`src/qtd_consts.vh`:
```
// Constants for the queue transfer descriptor engine.
`ifndef QTD_CONSTS_VH
`define QTD_CONSTS_VH

// Software register offsets, byte addresses on the register port.
`define QTD_REG_CTRL 8'h00
`define QTD_REG_HEAD 8'h04
`define QTD_REG_STAT 8'h08
`define QTD_REG_WORD2 8'h0C
`define QTD_REG_CUR 8'h10
`define QTD_REG_ADDR_W 8

// Control register bits.
`define QTD_CTRL_START 0
`define QTD_CTRL_ABORT 1

// Descriptor geometry: eight words in one 32-byte line.
`define QTD_WORDS 4'h8
`define QTD_LINE_MASK 32'hFFFFFFE0
`define QTD_WORD_TOGGLE 3'h2
`define QTD_WORD_PAGE0 3'h3

// Link word layout.
`define QTD_LINK_TERM 0

// Word two layout.
`define QTD_TOGGLE_BIT 31
`define QTD_TOTAL_HI 30
`define QTD_TOTAL_LO 16
`define QTD_NOTIFY_BIT 15
`define QTD_PAGE_HI 14
`define QTD_PAGE_LO 12
`define QTD_ERRCNT_HI 11
`define QTD_ERRCNT_LO 10
`define QTD_TOKEN_HI 9
`define QTD_TOKEN_LO 8

// Status byte bits.
`define QTD_ST_ACTIVE 7
`define QTD_ST_HALTED 6
`define QTD_ST_BUFERR 5
`define QTD_ST_BABBLE 4
`define QTD_ST_XACTERR 3
`define QTD_ST_MISSED 2
`define QTD_ST_SPLIT 1
`define QTD_ST_PING 0

// Token codes.
`define QTD_TOKEN_OUT 2'h0
`define QTD_TOKEN_IN 2'h1
`define QTD_TOKEN_SETUP 2'h2
`define QTD_TOKEN_RSVD 2'h3

// Last valid buffer page index.
`define QTD_LAST_PAGE 3'h4

`endif

```
`src/qtd_desc_mem.v`:
```
// Eight-word store holding the descriptor line being worked on.
`default_nettype none

module qtd_desc_mem (
	input wire clk_sys_in,
	input wire wr_en_in,
	input wire [2:0] wr_addr_in,
	input wire [31:0] wr_data_in,
	input wire [2:0] rd_addr_in,
	output reg [31:0] rd_data_out
);

	reg [31:0] mem_r [0:7];

	// Write port and registered read port; no reset on the array itself.
	always @(posedge clk_sys_in) begin
		if (wr_en_in) begin
			mem_r[wr_addr_in] <= wr_data_in;
		end
		rd_data_out <= mem_r[rd_addr_in];
	end

endmodule

`default_nettype wire

```
`src/qtd_engine.v`:
```
// Queue transfer descriptor engine: fetch, execute and write back.
//
// The placing of the registers and the address-and-strobe port were decided locally.
`default_nettype none
`include "qtd_consts.vh"

module qtd_engine (
	input wire clk_sys_in,
	input wire rst_n_in,
	input wire [7:0] reg_addr_in,
	input wire [31:0] reg_wdata_in,
	input wire reg_wr_in,
	input wire reg_rd_in,
	output reg [31:0] reg_rdata_out,
	output reg mem_req_out,
	output reg mem_we_out,
	output reg [31:0] mem_addr_out,
	output reg [31:0] mem_wdata_out,
	input wire mem_ack_in,
	input wire [31:0] mem_rdata_in,
	output reg xact_start_out,
	output reg [1:0] xact_token_out,
	output reg xact_toggle_out,
	output reg xact_ping_out,
	output reg xact_split_out,
	output reg [31:0] xact_addr_out,
	output reg [14:0] xact_len_out,
	input wire xact_done_in,
	input wire [14:0] xact_bytes_in,
	input wire xact_short_in,
	input wire xact_err_in,
	input wire xact_serious_in,
	input wire xact_babble_in,
	input wire xact_buferr_in,
	input wire xact_ping_next_in,
	input wire xact_split_next_in,
	input wire thresh_tick_in,
	output reg notify_irq_out,
	output reg busy_out
);

	localparam [3:0] ST_IDLE = 4'h0;
	localparam [3:0] ST_FETCH = 4'h1;
	localparam [3:0] ST_LOAD = 4'h2;
	localparam [3:0] ST_LOADW = 4'h3;
	localparam [3:0] ST_PAGE = 4'h4;
	localparam [3:0] ST_PAGEW = 4'h5;
	localparam [3:0] ST_EXEC = 4'h6;
	localparam [3:0] ST_WAIT = 4'h7;
	localparam [3:0] ST_WB2 = 4'h8;
	localparam [3:0] ST_WB3 = 4'h9;
	localparam [3:0] ST_NEXT = 4'hA;
	localparam [3:0] ST_HALT = 4'hB;

	reg [3:0] state_r;
	reg [3:0] idx_r;
	reg [31:0] head_r;
	reg [31:0] cur_r;
	reg [31:0] link_r;
	reg [31:0] alt_r;
	reg [31:0] word2_r;
	reg [19:0] page0_r;
	reg [11:0] offset_r;
	reg [19:0] page_base_r;
	reg short_r;
	reg notify_pend_r;
	reg stopped_r;
	reg mem_wr_r;
	reg [2:0] mem_rd_addr_r;
	wire [31:0] mem_q;
	reg [31:0] fetch_data_r;

	// Word two with the engine's results folded in after a transaction.
	reg [31:0] word2_nxt;
	reg [11:0] offset_nxt;
	reg [15:0] off_sum;
	reg [14:0] total;
	reg [1:0] errcnt;
	reg [7:0] status_byte;

	// A link is usable only when its terminate bit is clear.
	function link_ok;
		input [31:0] link;
		begin
			link_ok = ~link[`QTD_LINK_TERM];
		end
	endfunction

	// Byte address of a descriptor word: line base plus four times the word index.
	function [31:0] word_addr;
		input [31:0] base;
		input [2:0] word;
		begin
			word_addr = (base & `QTD_LINE_MASK) | {27'h0, word, 2'h0};
		end
	endfunction

	qtd_desc_mem u_mem (
		.clk_sys_in(clk_sys_in),
		.wr_en_in(mem_wr_r),
		.wr_addr_in(idx_r[2:0]),
		.wr_data_in(fetch_data_r),
		.rd_addr_in(mem_rd_addr_r),
		.rd_data_out(mem_q)
	);

	// Fold one transaction result into word two and the offset.
	always @* begin
		status_byte = word2_r[7:0];
		total = word2_r[`QTD_TOTAL_HI:`QTD_TOTAL_LO];
		errcnt = word2_r[`QTD_ERRCNT_HI:`QTD_ERRCNT_LO];
		word2_nxt = word2_r;
		off_sum = {4'h0, offset_r} + {1'b0, xact_bytes_in};
		offset_nxt = offset_r;
		if (xact_err_in) begin
			status_byte[`QTD_ST_XACTERR] = 1'b1;
			if (errcnt != 2'h0) begin
				errcnt = errcnt - 2'h1;
			end
			if (errcnt == 2'h0) begin
				status_byte[`QTD_ST_HALTED] = 1'b1;
				status_byte[`QTD_ST_ACTIVE] = 1'b0;
			end
		end else begin
			// A clean transfer flips the toggle and moves the byte pointers.
			word2_nxt[`QTD_TOGGLE_BIT] = ~word2_r[`QTD_TOGGLE_BIT];
			offset_nxt = off_sum[11:0];
			word2_nxt[`QTD_PAGE_HI:`QTD_PAGE_LO] =
				word2_r[`QTD_PAGE_HI:`QTD_PAGE_LO] + off_sum[14:12];
			if (xact_bytes_in >= total) begin
				total = 15'h0;
			end else begin
				total = total - xact_bytes_in;
			end
			status_byte[`QTD_ST_PING] = xact_ping_next_in;
			status_byte[`QTD_ST_SPLIT] = xact_split_next_in;
		end
		if (xact_serious_in) begin
			status_byte[`QTD_ST_HALTED] = 1'b1;
			status_byte[`QTD_ST_ACTIVE] = 1'b0;
		end
		if (xact_babble_in) begin
			status_byte[`QTD_ST_BABBLE] = 1'b1;
			status_byte[`QTD_ST_HALTED] = 1'b1;
			status_byte[`QTD_ST_ACTIVE] = 1'b0;
		end
		if (xact_buferr_in) begin
			status_byte[`QTD_ST_BUFERR] = 1'b1;
		end
		// Finished when all bytes moved or the endpoint ended short.
		if (!xact_err_in && (total == 15'h0 || xact_short_in)) begin
			status_byte[`QTD_ST_ACTIVE] = 1'b0;
		end
		word2_nxt[`QTD_TOTAL_HI:`QTD_TOTAL_LO] = total;
		word2_nxt[`QTD_ERRCNT_HI:`QTD_ERRCNT_LO] = errcnt;
		word2_nxt[7:0] = status_byte;
	end

	// Main sequencer: fetch the line, run transactions, write back, link on.
	always @(posedge clk_sys_in or negedge rst_n_in) begin
		if (!rst_n_in) begin
			state_r <= ST_IDLE;
			idx_r <= 4'h0;
			head_r <= 32'h0;
			cur_r <= 32'h0;
			link_r <= 32'h1;
			alt_r <= 32'h1;
			word2_r <= 32'h0;
			page0_r <= 20'h0;
			offset_r <= 12'h0;
			page_base_r <= 20'h0;
			short_r <= 1'b0;
			notify_pend_r <= 1'b0;
			stopped_r <= 1'b0;
			fetch_data_r <= 32'h0;
			mem_wr_r <= 1'b0;
			mem_rd_addr_r <= 3'h0;
			mem_req_out <= 1'b0;
			mem_we_out <= 1'b0;
			mem_addr_out <= 32'h0;
			mem_wdata_out <= 32'h0;
			xact_start_out <= 1'b0;
			xact_token_out <= `QTD_TOKEN_OUT;
			xact_toggle_out <= 1'b0;
			xact_ping_out <= 1'b0;
			xact_split_out <= 1'b0;
			xact_addr_out <= 32'h0;
			xact_len_out <= 15'h0;
			notify_irq_out <= 1'b0;
			busy_out <= 1'b0;
			reg_rdata_out <= 32'h0;
		end else begin
			mem_wr_r <= 1'b0;
			xact_start_out <= 1'b0;
			notify_irq_out <= 1'b0;
			// Pending completion notice goes out on the next threshold tick.
			if (notify_pend_r && thresh_tick_in) begin
				notify_irq_out <= 1'b1;
				notify_pend_r <= 1'b0;
			end
			// Register writes; the head pointer may be set any time.
			if (reg_wr_in && reg_addr_in == `QTD_REG_HEAD) begin
				head_r <= reg_wdata_in & `QTD_LINE_MASK;
			end
			// Register reads answer in the next cycle only.
			reg_rdata_out <= 32'h0;
			if (reg_rd_in) begin
				case (reg_addr_in)
				`QTD_REG_CTRL: reg_rdata_out <= 32'h0;
				`QTD_REG_HEAD: reg_rdata_out <= head_r;
				`QTD_REG_STAT: reg_rdata_out <= {26'h0, stopped_r,
					busy_out, state_r};
				`QTD_REG_WORD2: reg_rdata_out <= word2_r;
				`QTD_REG_CUR: reg_rdata_out <= cur_r;
				default: reg_rdata_out <= 32'h0;
				endcase
			end
			case (state_r)
			ST_IDLE, ST_HALT: begin
				if (reg_wr_in && reg_addr_in == `QTD_REG_CTRL &&
						reg_wdata_in[`QTD_CTRL_START]) begin
					// The queue head supplies the first element.
					cur_r <= head_r;
					idx_r <= 4'h0;
					stopped_r <= 1'b0;
					busy_out <= 1'b1;
					mem_req_out <= 1'b1;
					mem_we_out <= 1'b0;
					mem_addr_out <= word_addr(head_r, 3'h0);
					state_r <= ST_FETCH;
				end
			end
			ST_FETCH: begin
				// Each returned word lands in the line store.
				if (mem_ack_in) begin
					mem_wr_r <= 1'b1;
					fetch_data_r <= mem_rdata_in; // Data stands only with ack.
					if (idx_r == `QTD_WORDS - 4'h1) begin
						mem_req_out <= 1'b0;
						state_r <= ST_LOAD;
					end else begin
						mem_addr_out <= word_addr(cur_r, idx_r[2:0] + 3'h1);
					end
				end
				if (mem_wr_r) begin
					idx_r <= idx_r + 4'h1;
				end
			end
			ST_LOAD: begin
				// Finish the last store write, then read words zero to three.
				if (mem_wr_r || idx_r == `QTD_WORDS) begin
					idx_r <= 4'h0;
					mem_rd_addr_r <= 3'h0;
				end else begin
					mem_rd_addr_r <= idx_r[2:0];
					state_r <= ST_LOADW;
				end
			end
			ST_LOADW: begin
				if (idx_r[2:0] != mem_rd_addr_r) begin
					idx_r <= {1'b0, mem_rd_addr_r};
				end else begin
					case (idx_r[1:0])
					2'h0: link_r <= mem_q;
					2'h1: alt_r <= mem_q;
					2'h2: word2_r <= mem_q;
					default: begin
						page0_r <= mem_q[31:12];
						offset_r <= mem_q[11:0];
					end
					endcase
					if (idx_r == 4'h3) begin
						state_r <= ST_PAGE;
					end else begin
						// Move the read address first; the index follows
						// a cycle later, once the store has caught up.
						mem_rd_addr_r <= idx_r[2:0] + 3'h1;
					end
				end
			end
			ST_PAGE: begin
				// Only run when software has marked the element active.
				if (!word2_r[`QTD_ST_ACTIVE]) begin
					state_r <= ST_NEXT;
				end else if (word2_r[`QTD_TOKEN_HI:`QTD_TOKEN_LO] ==
						`QTD_TOKEN_RSVD ||
						word2_r[`QTD_PAGE_HI:`QTD_PAGE_LO] >
						`QTD_LAST_PAGE) begin
					// Reserved token or page beyond four halts the queue.
					word2_r[`QTD_ST_HALTED] <= 1'b1;
					word2_r[`QTD_ST_ACTIVE] <= 1'b0;
					state_r <= ST_WB2;
				end else begin
					mem_rd_addr_r <= `QTD_WORD_PAGE0 +
						word2_r[`QTD_PAGE_HI:`QTD_PAGE_LO];
					idx_r <= 4'h0;
					state_r <= ST_PAGEW;
				end
			end
			ST_PAGEW: begin
				// One cycle for the store to present the page pointer.
				if (idx_r == 4'h0) begin
					idx_r <= 4'h1;
				end else begin
					page_base_r <= mem_q[31:12];
					state_r <= ST_EXEC;
				end
			end
			ST_EXEC: begin
				xact_start_out <= 1'b1;
				xact_token_out <= word2_r[`QTD_TOKEN_HI:`QTD_TOKEN_LO];
				xact_toggle_out <= word2_r[`QTD_TOGGLE_BIT];
				xact_ping_out <= word2_r[`QTD_ST_PING];
				xact_split_out <= word2_r[`QTD_ST_SPLIT];
				xact_addr_out <= {page_base_r, offset_r};
				xact_len_out <= word2_r[`QTD_TOTAL_HI:`QTD_TOTAL_LO];
				state_r <= ST_WAIT;
			end
			ST_WAIT: begin
				if (xact_done_in) begin
					word2_r <= word2_nxt;
					offset_r <= offset_nxt;
					short_r <= xact_short_in && !xact_err_in;
					state_r <= ST_WB2;
				end
			end
			ST_WB2: begin
				// Status word first, then the offset word.
				mem_req_out <= 1'b1;
				mem_we_out <= 1'b1;
				mem_addr_out <= word_addr(cur_r, `QTD_WORD_TOGGLE);
				mem_wdata_out <= word2_r;
				if (mem_req_out && mem_ack_in) begin
					mem_addr_out <= word_addr(cur_r, `QTD_WORD_PAGE0);
					mem_wdata_out <= {page0_r, offset_r};
					state_r <= ST_WB3;
				end
			end
			ST_WB3: begin
				if (mem_ack_in) begin
					mem_req_out <= 1'b0;
					mem_we_out <= 1'b0;
					if (word2_r[`QTD_ST_HALTED]) begin
						// Halted element: leave the queue parked.
						stopped_r <= 1'b1;
						busy_out <= 1'b0;
						state_r <= ST_HALT;
					end else if (word2_r[`QTD_ST_ACTIVE]) begin
						state_r <= ST_PAGE;
					end else begin
						if (word2_r[`QTD_NOTIFY_BIT]) begin
							notify_pend_r <= 1'b1;
						end
						state_r <= ST_NEXT;
					end
				end
			end
			ST_NEXT: begin
				// Short packet takes the alternate link when it is valid.
				idx_r <= 4'h0;
				short_r <= 1'b0;
				if (short_r && link_ok(alt_r)) begin
					cur_r <= alt_r & `QTD_LINE_MASK;
					mem_addr_out <= word_addr(alt_r, 3'h0);
					mem_req_out <= 1'b1;
					state_r <= ST_FETCH;
				end else if (link_ok(link_r)) begin
					cur_r <= link_r & `QTD_LINE_MASK;
					mem_addr_out <= word_addr(link_r, 3'h0);
					mem_req_out <= 1'b1;
					state_r <= ST_FETCH;
				end else begin
					busy_out <= 1'b0;
					state_r <= ST_IDLE;
				end
			end
			default: begin
				state_r <= ST_IDLE;
			end
			endcase
			// Abort drops any memory request and parks the engine.
			if (reg_wr_in && reg_addr_in == `QTD_REG_CTRL &&
					reg_wdata_in[`QTD_CTRL_ABORT]) begin
				mem_req_out <= 1'b0;
				mem_we_out <= 1'b0;
				busy_out <= 1'b0;
				state_r <= ST_IDLE;
			end
		end
	end

endmodule

`default_nettype wire

```
`config.mk`:
```
export PLATFORM = sky130hd
export DESIGN_NAME = qtd_engine
export DESIGN_NICKNAME = d
export VERILOG_FILES = /design/src/qtd_desc_mem.v /design/src/qtd_engine.v
export VERILOG_INCLUDE_DIRS = /design/src
export SDC_FILE = /design/constraint.sdc
export NUM_CORES = 1
export LEC_CHECK = 0
export BUFFER_PORTS_ARGS = -buffer_cell sky130_fd_sc_hd__buf_4
export CORE_UTILIZATION = 60
export CTS_CLUSTER_DIAMETER = 120
export DETAILED_ROUTE_END_ITERATION = 7
export PLACE_DENSITY = 0.78
export SLEW_MARGIN = 5
export SYNTH_ARGS = -nofsm -noshare
export SYNTH_HDL_FRONTEND = slang
export SYNTH_HIERARCHICAL = 1
export SYNTH_SLANG_ARGS = --single-unit
```
`constraint.sdc`:
```
create_clock -name clk_sys_in -period 3.9 [get_ports clk_sys_in]
set_input_delay 0.39 -clock clk_sys_in [delete_from_list [all_inputs] [get_ports clk_sys_in]]
set_output_delay 0.39 -clock clk_sys_in [all_outputs]
set_load 0.01 [all_outputs]
```
==> flow_summary.ini <==
[timing]
finalSetupTns_ns = 0
hold_violations = 0
min_period_ns = 3.73
worst_pin_slew_ns = 1.10
finalMaxSlewViolations = 0
slew_headroom = 0.265
fin_skew_ns = 0.0206
setup_viol = 0
fmax_mhz = 268
fin_hold_ws_ns = 0.0149
fin_crit_sh = 0.955

[clock_tree]
post_cts_buffers = 0
cts_made_buffers = 70
cts_tree = built
clock_sinks = 680
clk_latency_ns = 0.61
ctsRootBufferMaster = clkbuf_16
clockBufferDepth = 3
path_clk_slew_ns = 0.06
cts_htree_levels = 3

[worst_setup_path]
crit_path_max_incr_delay_ns = 0.45
critPathLaunchType = flip-flop
r2r-end = word2_r[14]
worst-setup-path-type = reg -> reg
cp.arrival_ns = 4.21
path_cells = ha_1, inv_1, fa_1, nor2b_2, o21ai_1, a21boi_1, o211ai_1, a21oi_1, o21ai_0, nand2b_1, a21oi_1, xnor2_1, ha_1, fa_1, xnor2_2, nor3_1, mux2i_1, nand3_1
cp_max_fo = 4
regToRegSetupSlack_ns = 0.17
reg2reg_from = offset_r[0]
crit_slowest_cell = fa_1
cp_data_required_time_ns = 4.38
critPathBufInv = 1
end_kind = flip-flop
r2r_cells = 18
cp_top_family = adder cells

[global_routing]
grt_pass1_vias = 18800
antenna_found_initial = 0
grt_max_degree = 131
grtUsageTotal = 0.305
grt-ovfl-total = 0
grt_first_pass_wirelength_um = 110000

[synthesis]
synth_ff_type = dfrtp_1
yosysMostFrequentCell = dfrtp_1
ys_seq_elements = 680
synthTopCellsByCount = dfrtp_1 (390), edfxtp_1 (256), mux2_2 (244)
synth_seq_area_share = 0.632
netlist_top_cells_area = dfrtp_1 (34%), edfxtp_1 (27%), mux2_2 (9.6%), mux4_1 (3.7%), a21oi_1 (2.5%)
synth_top_area_cell = dfrtp_1
synth_cell_type_count = 81
syn_area_mm2 = 0.0287
yosys_warnings = 6
async_reset_ff_frac = 0.576
synth-edff-count = 256
avgSynthCellArea_um2 = 13.8
synth_top_area_share = 0.340
syn-instance-count = 2076

[final_layout]
utilization = 0.718
fillers = 3058
synthToLayoutAreaGrowth_pct = 17.3
multi_input_area_mm2 = 0.00998
instances_no_fill = 3001
seq_area_mm2 = 0.0181
diodes = 0
layout.nets = 2479
final_layout_size_suffix_gt1_frac = 0.294

[route]
wl_per_cell_um = 24.3
drcViolationCount = 25
first_pass_iters = 8
vias = 18800
routed_wirelength_um = 72900
vias_per_cell = 6.27
drt_iter0_drc = 2222
final_antenna_net_count = 0

[power]
switching_share = 0.342
p_leak_nw = 14.1
p_int_mw = 17.0
ir_drop_mv = 0.452
p_seq_frac = 0.449
power_frac_comb = 0.301
clock_power_share = 0.250
power_per_cell_area_mw_per_mm2 = 767
p_total_mw = 25.8
switchingPower_mw = 8.83

[die]
die-area_mm2 = 0.0487
core_area_mm2 = 0.0469
die_h_um = 221
rows = 79
die_w_um = 221
initial_core_util = 0.612
ios = 254

[run]
drv_cap = 0

[outcome]
status = finished with violations
failed_checks = design-rule violations

[place]
gp_congestion = 0.951
dpl.cell_count = 2866
dpl.hpwl_um = 48500
port_buffers = 248

[min_path]
hold_start = mem_rdata_in[3]
hold_depth = 2
holdPathEnd = fetch_data_r[3]
min_path_type = in -> reg
==> worst max path at each step <==
stage	start	endpoint	cells past startpoint	slack, ns
3_5_place_dp	xact_bytes_in[0]	word2_r[14]	19	0.07
5_1_grt	offset_r[0]	word2_r[14]	18	-0.007
2_1_floorplan	xact_bytes_in[1]	word2_r[14]	15	0.64
4_1_cts	offset_r[0]	word2_r[14]	18	0.15
3_3_place_gp	xact_bytes_in[0]	word2_r[14]	19	0.25
6_report	offset_r[0]	word2_r[14]	18	0.17
==> timing repair <==
| item | in CTS | in global routing |
|---|---|---|
| hold buffers | 9 | 0 |
| gates resized for setup | 0 | 4 |
| endpoints found under the hold margin | 67 | 0 |
| endpoints found under the setup margin | 0 | 1 |
==> metrics by stage <==
stage	instance area [µm²]	worst slack [ns]
2_1_floorplan	28700	0.643
4_1_cts	33600	0.151
3_3_place_gp	31300	0.253
5_1_grt	33600	-0.00703
6_report	33600	0.174
3_5_place_dp	31300	0.0664
==> registers in the layout, summed over array words and instances, names as in the netlist, 4 cells and up <==
name               flops
state_r                4
cur_r                 27
mem_addr_out          30
link_r                28
alt_r                 28
xact_len_out          15
page_base_r           20
idx_r                  4
u_mem/rd_data_out     32
word2_r               32
u_mem/mem_r          256
offset_r              12
fetch_data_r          32
xact_addr_out         32
page0_r               20
mem_wdata_out         32
reg_rdata_out         32
head_r                27
==> layout by cell type (no fill, tap or decap), types with 9 or more instances in the layout <==
| master | n |
|---|---|
| xor2_1 | 13 |
| mux2i_1 | 40 |
| nor2_1 | 126 |
| mux2_2 | 244 |
| nor3_1 | 18 |
| inv_1 | 38 |
| nand2_1 | 185 |
| dfrtp_1 | 388 |
| edfxtp_1 | 256 |
| nand3_1 | 15 |
| buf_4 | 293 |
| o21ai_0 | 105 |
| a22oi_1 | 13 |
| a21o_1 | 11 |
| dlygate4sd3_1 | 9 |
| nand2b_1 | 12 |
| mux4_1 | 40 |
| a221oi_1 | 31 |
| a31oi_1 | 14 |
| clkbuf_16 | 71 |
| nor2b_1 | 11 |
| a222oi_1 | 26 |
| a21oi_1 | 141 |
| dfxtp_1 | 32 |
| clkbuf_1 | 22 |
| mux4_2 | 24 |
| ha_1 | 35 |
| clkbuf_8 | 11 |
| xnor2_1 | 13 |
==> power by group through the flow <==
| stage | registers [mW] | clock network, mW | logic, mW |
|---|---|---|---|
| after floorplan | 10.9 | 0 | 5.11 |
| final | 11.6 | 6.44 | 7.76 |
| after detailed placement | 11.7 | 0 | 7.62 |
| after global placement | 11.5 | 0 | 7.42 |
| after CTS | 11.5 | 6.52 | 7.72 |
| after global routing | 11.8 | 6.80 | 8.49 |
==> logic make-up (layout without fill, tap and decap cells) <==
family	Yosys count	count (layout)	share of synthesized area
XOR/XNOR	27	27	0.00824
flip-flops	680	680	0.632
multiplexers	348	348	0.165
AO/OA/AOI/OAI	404	404	0.0894
adder cells (fa/ha/maj)	38	38	0.0174
other	1	2	0.000131
buffers and inverters	156	473	0.0232
AND/OR/NAND/NOR	422	422	0.0644
==> final cells by class <==
class,instances,area share
Inverter,39,0.00435
Multi-Input combinational cell,1241,0.297
Clock inverter,21,0.00584
Clock buffer,105,0.0600
Sequential cell,680,0.539
Timing Repair Buffer,308,0.0715
Tap cell,607,0.0226
==> metal layers <==
| metal | vias up | track usage | part of all wire |
|---|---|---|---|
| met5 | - | 0 | 0 |
| li1 | 8286 | - | - |
| met1 | 9504 | 0.430 | 0.42 |
| met2 | 888 | 0.490 | 0.48 |
| met4 | 0 | 0.0863 | 0.025 |
| met3 | 133 | 0.0554 | 0.078 |
Note: power is estimated with default switching activity, not from simulation.
